## src/bps_pkg.sv

```systemverilog
// Constants, types and field layouts shared by the buck protection sequencer.
// Contract
// Overcurrent: high off, low on until cycle.
// Trip strap selects threshold and discharge.
// Powergood held low until soft start ends.
// Powergood rises after 1ms inside window.
// Powergood falls 1.5us after leaving window.
// Enable low with discharge: discharge switch on.
// Enable rise ends discharge, soft start follows.
// Overvoltage latches low-side on, other off.
// Undervoltage 1ms latches drivers off, both.
// Undervoltage detection waits for soft start.
// Latches clear on enable toggles or lockout.
// Function strap selects overvoltage and mode.
// Supply lockouts gate outputs without latching.
// Overtemperature stops channels, five volt, limit.
// Leaving tight window restarts powergood timer.
// Recovery above threshold restarts undervoltage timer.
package bps_pkg;

   ////////////////////////////////////////////////////////////////////////
   // Timing.
   localparam int CLK_HZ = 25_000_000;
   localparam int PG_RISE_MS = 1;
   localparam int PG_FALL_NS = 1500;
   localparam int UV_DELAY_MS = 1;
   localparam logic [15:0] PG_RISE_CYC = 16'(PG_RISE_MS * (CLK_HZ / 1000));
   localparam logic [15:0] PG_FALL_CYC =
      16'((PG_FALL_NS * (CLK_HZ / 1000)) / 1_000_000);
   localparam logic [15:0] UV_DELAY_CYC = 16'(UV_DELAY_MS * (CLK_HZ / 1000));

   ////////////////////////////////////////////////////////////////////////
   // Register map, byte addresses.
   localparam logic [3:0] REG_CONTROL = 4'h0;
   localparam logic [3:0] REG_STATUS = 4'h4;
   localparam logic [3:0] REG_CONFIG = 4'h8;
   localparam logic [2:0] CONTROL_RESET = 3'h0;
   localparam int CTRL_MASTER = 0;
   localparam int CTRL_CH_ONE = 1;
   localparam int CTRL_CH_TWO = 2;

   ////////////////////////////////////////////////////////////////////////
   // Four-level strap encodings.
   localparam logic [1:0] LVL_GROUND = 2'h0;
   localparam logic [1:0] LVL_REFERENCE = 2'h1;
   localparam logic [1:0] LVL_THREE_VOLT = 2'h2;
   localparam logic [1:0] LVL_FIVE_VOLT = 2'h3;

   typedef enum logic [1:0] {ch_off, ch_soft, ch_run} bps_chan_e;

   typedef struct packed {
      logic soft_start_done;
      logic in_tight_window;
      logic out_wide_window;
      logic over_voltage;
      logic under_voltage;
      logic over_current;
      logic ss_above_output;
      logic cycle_start;
   } bps_sense_s;

   typedef struct packed {
      logic five_lock;
      logic three_lock;
      logic ref_lock;
      logic over_temp;
   } bps_supply_s;

   typedef struct packed {
      logic high_on;
      logic low_on;
      logic discharge_on;
      logic powergood;
      logic soft_start_run;
   } bps_drive_s;

   typedef struct packed {
      logic five_volt_regulator_on;
      logic two_volt_reference_on;
      logic three_volt_limit_low;
   } bps_rails_s;

   typedef struct packed {
      logic low_trip_threshold;
      logic discharge_enable;
      logic overvoltage_enable;
      logic current_mode;
   } bps_cfg_s;

   typedef struct packed {
      logic [3:0] address;
      logic read;
      logic write;
      logic [31:0] writedata;
      logic [3:0] byteenable;
   } bps_avs_req_s;

   typedef struct packed {
      logic [31:0] readdata;
      logic waitrequest;
   } bps_avs_rsp_s;

endpackage

```

## src/bps_delay_timer.sv

```systemverilog
// Qualification timer: reports a condition held for an uninterrupted span.
`timescale 1ns/100ps
module bps_delay_timer #(
   parameter logic [15:0] CYCLES = 16'h0001
) (
   input wire logic i_sys_clk,
   input wire logic i_srst,
   input wire logic i_cond,
   output logic o_done
);

   typedef struct packed {
      logic [15:0] cnt;
      logic done;
   } bps_tmr_s;

   bps_tmr_s st;
   bps_tmr_s next_st;

   // Any gap in the condition restarts the span from zero.
   always_comb begin
      next_st = st;
      if (!i_cond) begin
         next_st = '0;
      end else if (!st.done) begin
         next_st.cnt = st.cnt + 16'h0001;
         next_st.done = (st.cnt == CYCLES - 16'h0001);
      end
   end

   always_ff @(posedge i_sys_clk) begin
      if (i_srst) begin
         st <= '0;
      end else begin
         st <= next_st;
      end
   end

   assign o_done = st.done;

endmodule

```

## src/bps_strap_decode.sv

```systemverilog
// Strap capture and decode for the trip and function straps.
`timescale 1ns/100ps
module bps_strap_decode (
   input wire logic i_sys_clk,
   input wire logic i_srst,
   input wire logic [1:0] i_trip_strap,
   input wire logic [1:0] i_function_strap,
   output bps_pkg::bps_cfg_s o_cfg
);

   typedef struct packed {
      logic captured;
      bps_pkg::bps_cfg_s cfg;
   } bps_strap_s;

   bps_strap_s st;
   bps_strap_s next_st;

   // Straps are sampled once, on the first edge after reset release.
   always_comb begin
      next_st = st;
      if (!st.captured) begin
         next_st.captured = 1'b1;
         next_st.cfg.low_trip_threshold =
            (i_trip_strap == bps_pkg::LVL_THREE_VOLT) ||
            (i_trip_strap == bps_pkg::LVL_FIVE_VOLT);
         next_st.cfg.discharge_enable =
            (i_trip_strap == bps_pkg::LVL_GROUND) ||
            (i_trip_strap == bps_pkg::LVL_FIVE_VOLT);
         next_st.cfg.overvoltage_enable =
            (i_function_strap == bps_pkg::LVL_GROUND) ||
            (i_function_strap == bps_pkg::LVL_THREE_VOLT);
         next_st.cfg.current_mode =
            (i_function_strap == bps_pkg::LVL_GROUND) ||
            (i_function_strap == bps_pkg::LVL_FIVE_VOLT);
      end
   end

   always_ff @(posedge i_sys_clk) begin
      if (i_srst) begin
         st <= '0;
      end else begin
         st <= next_st;
      end
   end

   assign o_cfg = st.cfg;

endmodule

```

## src/bps_sequencer.sv

```systemverilog
// Two-channel buck protection, powergood and sequencing logic.
//
// Implementation choices: the Avalon-MM slave port and the placing of the registers.
`timescale 1ns/100ps
module bps_sequencer #(
   parameter logic [15:0] PG_RISE_CYCLES = bps_pkg::PG_RISE_CYC,
   parameter logic [15:0] UV_DELAY_CYCLES = bps_pkg::UV_DELAY_CYC
) (
   input wire logic i_sys_clk,
   input wire logic i_srst,
   input wire bps_pkg::bps_avs_req_s i_avs,
   output bps_pkg::bps_avs_rsp_s o_avs,
   input wire bps_pkg::bps_sense_s [1:0] i_sense,
   input wire bps_pkg::bps_supply_s i_supply,
   input wire logic [1:0] i_trip_strap,
   input wire logic [1:0] i_function_strap,
   output bps_pkg::bps_drive_s [1:0] o_drive,
   output bps_pkg::bps_rails_s o_rails,
   output bps_pkg::bps_cfg_s o_cfg
);

   ////////////////////////////////////////////////////////////////////////
   // State.

   typedef struct packed {
      logic [2:0] control;
      bps_pkg::bps_chan_e [1:0] chan;
      logic [1:0] switching;
      logic [1:0] oc_hold;
      logic [1:0] ov_latch;
      logic [1:0] uv_latch;
      bps_pkg::bps_drive_s [1:0] drive;
      bps_pkg::bps_rails_s rails;
      logic ack;
      logic [31:0] readdata;
   } bps_state_s;

   bps_state_s st;
   bps_state_s next_st;

   bps_pkg::bps_cfg_s cfg;
   logic [1:0] pg_rise_cond;
   logic [1:0] pg_fall_cond;
   logic [1:0] uv_cond;
   logic [1:0] pg_rise_done;
   logic [1:0] pg_fall_done;
   logic [1:0] uv_done;

   ////////////////////////////////////////////////////////////////////////
   // Straps.

   bps_strap_decode u_strap (
      .i_sys_clk(i_sys_clk),
      .i_srst(i_srst),
      .i_trip_strap(i_trip_strap),
      .i_function_strap(i_function_strap),
      .o_cfg(cfg)
   );

   ////////////////////////////////////////////////////////////////////////
   // Per-channel timers.

   // Powergood uses the tight window to rise and the wide window to
   // fall; the gap between them gives hysteresis against ripple.
   genvar g;
   generate
      for (g = 0; g < 2; g++) begin : g_chan
         assign pg_rise_cond[g] = (st.chan[g] == bps_pkg::ch_run) &&
            i_sense[g].in_tight_window;
         assign pg_fall_cond[g] = i_sense[g].out_wide_window;
         assign uv_cond[g] = (st.chan[g] == bps_pkg::ch_run) &&
            i_sense[g].under_voltage;

         bps_delay_timer #(
            .CYCLES(PG_RISE_CYCLES)
         ) u_pg_rise (
            .i_sys_clk(i_sys_clk),
            .i_srst(i_srst),
            .i_cond(pg_rise_cond[g]),
            .o_done(pg_rise_done[g])
         );

         bps_delay_timer #(
            .CYCLES(bps_pkg::PG_FALL_CYC)
         ) u_pg_fall (
            .i_sys_clk(i_sys_clk),
            .i_srst(i_srst),
            .i_cond(pg_fall_cond[g]),
            .o_done(pg_fall_done[g])
         );

         bps_delay_timer #(
            .CYCLES(UV_DELAY_CYCLES)
         ) u_uv (
            .i_sys_clk(i_sys_clk),
            .i_srst(i_srst),
            .i_cond(uv_cond[g]),
            .o_done(uv_done[g])
         );
      end
   endgenerate

   ////////////////////////////////////////////////////////////////////////
   // Next-state logic.

   always_comb begin
      logic master_on;
      logic [1:0] ch_en;
      logic lockout;
      logic fault_any;
      logic fault_clear;
      logic [1:0] active;
      logic [1:0] ov_set;
      logic [1:0] uv_set;
      logic wr_lo;

      next_st = st;
      master_on = st.control[bps_pkg::CTRL_MASTER];
      ch_en[0] = st.control[bps_pkg::CTRL_CH_ONE];
      ch_en[1] = st.control[bps_pkg::CTRL_CH_TWO];
      lockout = i_supply.five_lock || i_supply.three_lock ||
         i_supply.ref_lock;
      fault_any = (|st.ov_latch) || (|st.uv_latch);

      // A latched shutdown is released only while the master enable is
      // low, both channel enables are low, or a lockout is present.
      fault_clear = !master_on || (ch_en == 2'b00) ||
         lockout;

      for (int c = 0; c < 2; c++) begin
         ov_set[c] = cfg.overvoltage_enable &&
            (st.chan[c] != bps_pkg::ch_off) &&
            i_sense[c].over_voltage;
         uv_set[c] = uv_done[c];
      end

      // A new fault beats the clear in the same cycle.
      for (int c = 0; c < 2; c++) begin
         next_st.ov_latch[c] = ov_set[c] ||
            (st.ov_latch[c] && !fault_clear);
         next_st.uv_latch[c] = uv_set[c] ||
            (st.uv_latch[c] && !fault_clear);
      end

      // Lockout and overtemperature gate the channels level by level,
      // so switching resumes by itself once they go away.
      for (int c = 0; c < 2; c++) begin
         active[c] = master_on && ch_en[c] && !lockout &&
            !i_supply.over_temp && !fault_any &&
            !(|ov_set) && !(|uv_set);
      end

      ////////////////////////////////////////////////////////////////////
      // Channel sequencing.

      for (int c = 0; c < 2; c++) begin
         case (st.chan[c])
            bps_pkg::ch_off: begin
               next_st.switching[c] = 1'b0;
               if (active[c]) begin
                  next_st.chan[c] = bps_pkg::ch_soft;
               end
            end
            bps_pkg::ch_soft: begin
               if (!active[c]) begin
                  next_st.chan[c] = bps_pkg::ch_off;
                  next_st.switching[c] = 1'b0;
               end else begin
                  // Switching waits until the ramp passes what is left
                  // on the output, so a precharged rail is not pulled
                  // down by the low-side switch.
                  if (i_sense[c].ss_above_output) begin
                     next_st.switching[c] = 1'b1;
                  end
                  if (i_sense[c].soft_start_done) begin
                     next_st.chan[c] = bps_pkg::ch_run;
                  end
               end
            end
            bps_pkg::ch_run: begin
               if (!active[c]) begin
                  next_st.chan[c] = bps_pkg::ch_off;
                  next_st.switching[c] = 1'b0;
               end
            end
            default: begin
               next_st.chan[c] = bps_pkg::ch_off;
               next_st.switching[c] = 1'b0;
            end
         endcase
      end

      ////////////////////////////////////////////////////////////////////
      // Cycle-by-cycle current limit; a trip on a cycle start still
      // holds through the new cycle.

      for (int c = 0; c < 2; c++) begin
         if (i_sense[c].over_current) begin
            next_st.oc_hold[c] = 1'b1;
         end else if (i_sense[c].cycle_start) begin
            next_st.oc_hold[c] = 1'b0;
         end
      end

      ////////////////////////////////////////////////////////////////////
      // Gate drive, discharge and powergood.

      for (int c = 0; c < 2; c++) begin
         if (next_st.ov_latch[c]) begin
            next_st.drive[c].high_on = 1'b0;
            next_st.drive[c].low_on = 1'b1;
         end else if (next_st.uv_latch[c] || fault_any ||
                      (|ov_set) || (|uv_set)) begin
            next_st.drive[c].high_on = 1'b0;
            next_st.drive[c].low_on = 1'b0;
         end else if (!active[c] || !next_st.switching[c]) begin
            next_st.drive[c].high_on = 1'b0;
            next_st.drive[c].low_on = 1'b0;
         end else if (next_st.oc_hold[c]) begin
            next_st.drive[c].high_on = 1'b0;
            next_st.drive[c].low_on = 1'b1;
         end else begin
            next_st.drive[c].high_on = 1'b1;
            next_st.drive[c].low_on = 1'b1;
         end

         // The discharge switch is weak, so it may sit on a charged
         // rail for a long time; raising the enable ends it at once.
         next_st.drive[c].discharge_on = !ch_en[c] &&
            cfg.discharge_enable;
         next_st.drive[c].soft_start_run =
            (next_st.chan[c] == bps_pkg::ch_soft);

         if (st.chan[c] != bps_pkg::ch_run) begin
            next_st.drive[c].powergood = 1'b0;
         end else if (pg_fall_done[c]) begin
            next_st.drive[c].powergood = 1'b0;
         end else if (pg_rise_done[c]) begin
            next_st.drive[c].powergood = 1'b1;
         end
      end

      ////////////////////////////////////////////////////////////////////
      // Regulator gating.

      next_st.rails.five_volt_regulator_on = !i_supply.three_lock &&
         !i_supply.ref_lock && !i_supply.over_temp;
      next_st.rails.two_volt_reference_on =
         !i_supply.three_lock;
      next_st.rails.three_volt_limit_low = i_supply.over_temp;

      ////////////////////////////////////////////////////////////////////
      // Register bus: every access is answered on the edge after it is
      // first seen, then the slave waits one cycle before the next.

      wr_lo = i_avs.write && i_avs.byteenable[0];
      next_st.ack = (i_avs.read || i_avs.write) && !st.ack;
      if (next_st.ack) begin
         next_st.readdata = '0;
         if (i_avs.address == bps_pkg::REG_CONTROL) begin
            if (wr_lo) begin
               next_st.control = i_avs.writedata[2:0];
            end
            next_st.readdata[2:0] = st.control;
         end else if (i_avs.address == bps_pkg::REG_STATUS) begin
            next_st.readdata[1:0] = {st.drive[1].powergood,
               st.drive[0].powergood};
            next_st.readdata[3:2] = st.ov_latch;
            next_st.readdata[5:4] = st.uv_latch;
            next_st.readdata[7:6] = st.oc_hold;
            next_st.readdata[9:8] = {st.chan[1] == bps_pkg::ch_run,
               st.chan[0] == bps_pkg::ch_run};
            next_st.readdata[11:10] = {st.chan[1] == bps_pkg::ch_soft,
               st.chan[0] == bps_pkg::ch_soft};
            next_st.readdata[15:12] = i_supply;
         end else if (i_avs.address == bps_pkg::REG_CONFIG) begin
            next_st.readdata[3:0] = cfg;
         end
      end
   end

   ////////////////////////////////////////////////////////////////////////
   // Registers.

   always_ff @(posedge i_sys_clk) begin
      if (i_srst) begin
         st <= '0;
         st.control <= bps_pkg::CONTROL_RESET;
      end else begin
         st <= next_st;
      end
   end

   ////////////////////////////////////////////////////////////////////////
   // Outputs.

   assign o_drive = st.drive;
   assign o_rails = st.rails;
   assign o_cfg = cfg;
   assign o_avs.readdata = st.readdata;
   assign o_avs.waitrequest = !st.ack;

endmodule

```

## config.mk

```make
export PLATFORM = sky130hd
export DESIGN_NAME = bps_sequencer
export DESIGN_NICKNAME = d
export VERILOG_FILES = /design/src/bps_pkg.sv /design/src/bps_delay_timer.sv /design/src/bps_strap_decode.sv /design/src/bps_sequencer.sv
export SDC_FILE = /design/constraint.sdc
export NUM_CORES = 1
export LEC_CHECK = 0
export ABC_AREA = 0
export ABC_CLOCK_PERIOD_IN_PS = 1500
export BUFFER_PORTS_ARGS = -buffer_cell sky130_fd_sc_hd__buf_2
export CORE_UTILIZATION = 35
export DETAILED_ROUTE_END_ITERATION = 10
export PLACE_DENSITY = 0.54
export SYNTH_ARGS = -nofsm -noshare
export SYNTH_HDL_FRONTEND = slang
export SYNTH_SLANG_ARGS = --single-unit
```

## constraint.sdc

```tcl
create_clock -name i_sys_clk -period 1.5 [get_ports i_sys_clk]
set_input_delay 0.15 -clock i_sys_clk [delete_from_list [all_inputs] [get_ports i_sys_clk]]
set_output_delay 0.15 -clock i_sys_clk [all_outputs]
set_load 0.005 [all_outputs]
```

==> out/summary.log <==
qor: clock_network.worst_skew_pair.late_latency 420 ps
qor: status.failed_checks setup timing
qor: synthesis.post-synth-top-area-fraction 42.5%
qor: synthesis.synth_sequential_area_ratio 42.5%
qor: power.power_share_of_the_sequential_group 46.2%
qor: worst_hold_path.holdPathStages 3
qor: drt.routed_via_density 4.81
qor: clock_network.cts.root.buffer_cell sky130_fd_sc_hd__clkbuf_16
qor: grt.grt_max_degree 24
qor: cells_and_area.final_cells 1251
qor: cells_and_area.number_of_fill_cells_in_the_layout 1949
qor: clock_network.cts_htree_levels 4
qor: sta.period_share 106%
qor: synthesis.ys_ff_latch 152
qor: drt.first_pass_iteration_count_of_the_detailed_router 4
qor: synthesis.syn_inst 806
qor: setup_path.setup_cp_type flop to flop
qor: sta.achievable-frequency 0.631 GHz
qor: die.floorplan.initialDensity 36.2%
qor: grt.antenna_found_initial 1
qor: place.hpwl 12100 um
qor: cells_and_area.sequential_cell_area 0.00307 mm2
qor: sta.final_period_minus_worst_setup_slack 1580 ps
qor: sta.tns -190 ps
qor: synthesis.synth-main-ff-cell sky130_fd_sc_hd__dfxtp_1
qor: cells_and_area.utilization 47.7%
qor: synthesis.most_frequently_used_cell_type_in_the_post_synthesis_netlist sky130_fd_sc_hd__dfxtp_1
qor: sta.setup_violations 4
qor: setup_path.critical_path.startpoint_type flop
qor: grt.global_route.overflow_total 0
qor: die.dieWidth 145 um
qor: setup_path.worst_ep_arrival_time 1930 ps
qor: place.post-place-cells 1195
qor: status.outcome finished, violations left
qor: cells_and_area.final_layout_size_suffix_gt1_share 31.7%
qor: synthesis.synth.distinct_cells 63
qor: power.power.density_cell_area 939 mW/mm2
qor: flow_run.maxCapViolCount 0
qor: grt.wire_length_of_the_first_global_routing_pass 27200 um
qor: clock_network.tritoncts yes
qor: die.fp-row-count 51
qor: place.port_buf_inserts 69
qor: power.leakagePower 3.79 nW
qor: power.net_switching_share_of_the_total_power 21.2%
qor: synthesis.synth-edff-count 0
qor: clock_network.clkTransAtPathRegs 60 ps
qor: synthesis.post_synth_main_area_contributors sky130_fd_sc_hd__dfxtp_1 (42%), sky130_fd_sc_hd__nor2_1 (6.5%), sky130_fd_sc_hd__buf_4 (5.2%)
qor: die.core_area 0.0198 mm2
qor: cells_and_area.area_taken_by_multi_input_logic_gates 0.00383 mm2
qor: power.finalPower 8.86 mW
qor: grt.globalRouteTotalUtil 16.1%
qor: sta.finClkSkew 9.25 ps
qor: clock_network.cts_buffers 17
qor: die.ioPinCount 118
qor: power.internal_power_summed_over_all_cells 6.98 mW
qor: worst_hold_path.min_path_type primary input to flop
qor: power.power_frac_comb 3.3%
qor: cells_and_area.summed_area_of_non_filler_cells_in_the_final_layout 0.00944 mm2
qor: synthesis.synth.cell_area 0.00717 mm2
qor: synthesis.avgSynthCellArea 8.89 um2
qor: cells_and_area.nets 1061
qor: synthesis.netlist.top_cell.by_area sky130_fd_sc_hd__dfxtp_1
qor: die.fp.dieH 145 um
qor: cells_and_area.syn_to_final_growth 31.7%
qor: place.place_area 0.00835 mm2
qor: drt.routed_wirelength 16800 um
qor: synthesis.synthesis.yosys.warnings 0
qor: drt.avgRoutedWirePerCell 13.4 um
qor: sta.timing.final.max_slew_violations 0
qor: clock_network.cts_max_path_buffers 2
qor: setup_path.worst-r2r-cell-count 4
qor: power.irDropWorstVdd 0.669 mV
qor: place.place_congestion 0.795
qor: clock_network.clock_sink_count 152
qor: die.dieArea 0.0211 mm2
qor: sta.rsz_0062_raised_after_global_routing yes
qor: synthesis.most_common_library_cells_after_synthesis sky130_fd_sc_hd__dfxtp_1 (152), sky130_fd_sc_hd__nor2_1 (124), sky130_fd_sc_hd__buf_4 (50)
qor: drt.drt_drc_violations_left 0
qor: setup_path.cp_data_required_time 1850 ps
qor: power.power.net_switching 1.88 mW
qor: drt.vias 6013
qor: drt.drt_iter0_drc 287
qor: sta.timing.final.hold_violations 0
qor: setup_path.critPathMaxFanout 6
qor: synthesis.asyncSetResetFlopFracSynth 0%
qor: grt.grt_pass1_vias 5503
qor: sta.worst_slack -84.4 ps
qor: drt.ant_nets 0
qor: power.power.clock.fraction 50.5%
qor: setup_path.critical_path.endpoint_type flop
==> final timing paths <==
| kind | start | to | slack [ps] |
|---|---|---|---|
| max | st[49]$_SDFF_PP0_ | st[55]$_SDFF_PP0_ | -80 |
| min | i_supply[1] | o_avs[14]$_SDFFE_PP0P_ | 30 |
| max reg2reg | st[49]$_SDFF_PP0_ | st[55]$_SDFF_PP0_ | -80 |
| min reg2reg | g_chan[1].u_pg_fall.o_done$_SDFF_PP0_ | o_drive[6]$_SDFFE_PP0P_ | 480 |
==> layout by cell type (no fill, tap or decap), types with 5 or more instances in the layout <==
| master | n |
|---|---|
| sky130_fd_sc_hd__dfxtp_1 | 131 |
| sky130_fd_sc_hd__buf_4 | 131 |
| sky130_fd_sc_hd__nor2_1 | 124 |
| sky130_fd_sc_hd__buf_2 | 69 |
| sky130_fd_sc_hd__xor2_1 | 37 |
| sky130_fd_sc_hd__nand2_1 | 29 |
| sky130_fd_sc_hd__xnor2_1 | 28 |
| sky130_fd_sc_hd__a21oi_1 | 28 |
| sky130_fd_sc_hd__nand4_1 | 25 |
| sky130_fd_sc_hd__nand3_1 | 25 |
| sky130_fd_sc_hd__dfxtp_2 | 20 |
| sky130_fd_sc_hd__inv_1 | 19 |
| sky130_fd_sc_hd__o21ai_0 | 17 |
| sky130_fd_sc_hd__clkbuf_16 | 17 |
| sky130_fd_sc_hd__a22oi_1 | 16 |
| sky130_fd_sc_hd__conb_1 | 16 |
| sky130_fd_sc_hd__or3_1 | 15 |
| sky130_fd_sc_hd__nor2b_1 | 15 |
| sky130_fd_sc_hd__mux2i_1 | 14 |
| sky130_fd_sc_hd__ha_1 | 14 |
| sky130_fd_sc_hd__nor3_1 | 11 |
| sky130_fd_sc_hd__nor4_1 | 11 |
| sky130_fd_sc_hd__nand4b_1 | 9 |
| sky130_fd_sc_hd__nor4b_1 | 9 |
| sky130_fd_sc_hd__and3_1 | 8 |
| sky130_fd_sc_hd__dlygate4sd3_1 | 8 |
| sky130_fd_sc_hd__and4_1 | 6 |
| sky130_fd_sc_hd__o31ai_1 | 5 |
| sky130_fd_sc_hd__or4_1 | 5 |
| sky130_fd_sc_hd__and2_1 | 5 |
| sky130_fd_sc_hd__or2_2 | 5 |
==> cell type report <==
| cell class | instances | share of cell area, % |
|---|---|---|
| clock inverter | 11 | 1.84 |
| inverter | 24 | 0.955 |
| antenna | 1 | 0.0265 |
| tap | 265 | 3.51 |
| sequential | 152 | 32.6 |
| multi-input combinational | 564 | 40.6 |
| clock buffer | 20 | 4.63 |
| timing repair buffer | 214 | 15.8 |
==> state kept, by name, summed over array words and instances, names as in the netlist <==
signal	flops
g_chan.u_pg_fall.o_done	2
g_chan.u_pg_fall.st	32
g_chan.u_pg_rise.o_done	2
g_chan.u_pg_rise.st	32
g_chan.u_uv.o_done	2
g_chan.u_uv.st	32
o_avs	16
o_drive	10
o_rails	3
st	16
u_strap.o_cfg	4
u_strap.st	1
==> worst max-delay path, cell delays in order, from the launching register on <==
cell and delay, ps:
sky130_fd_sc_hd__dfxtp_2 330, sky130_fd_sc_hd__nor4_4 350, sky130_fd_sc_hd__nand3_4 180, sky130_fd_sc_hd__or4_1 520, sky130_fd_sc_hd__a21boi_1 130
==> timing repair <==
item	in CTS	in global routing
hold endpoints to repair	7	0
hold buffers	8	0
resized for setup	13	65
pin swaps	8	25
endpoints found under the setup margin	18	51
buffers inserted	3	13
==> routing by layer <==
metal / GRT usage [%] / vias to the layer above / routed length, um
li1: - / 3117 / -
met2: 24.4 / 96 / 7480
met4: 5.05 / 0 / 170
met3: 4.37 / 16 / 645
met5: 0 / - / 0
met1: 21.9 / 2784 / 8470
==> through the flow <==
stage / setup WS, ps / hold slack (ps)
floorplan: -50.1 / 222
global placement: -144 / 379
detailed placement: -150 / 382
CTS: -72.2 / 4.61
global route: -165 / 30.3
finish: -84.4 / 33.4
==> power groups by stage <==
stage	logic [mW]	clock network, mW	registers (mW)
after floorplan	0.175	0	4.17
after global placement	0.274	0	4.18
after detailed placement	0.275	0	4.18
after CTS	0.293	4.62	4.09
after global routing	0.324	4.78	4.09
final	0.294	4.47	4.09
==> logic make-up (layout without fill, tap and decap cells) <==
kind of cell / count (synthesis) / count (layout) / synth area share, %
mux: 14 / 14 / 1.96
compound gates: 104 / 104 / 9.41
simple gates: 345 / 345 / 26.3
flops: 152 / 152 / 42.5
xor+xnor: 65 / 65 / 7.94
fa+ha+maj: 20 / 20 / 3.49
buf+inv: 105 / 269 / 8.41
other cells: 1 / 17 / 0.0523
Note: power is estimated with default switching activity, not from simulation.
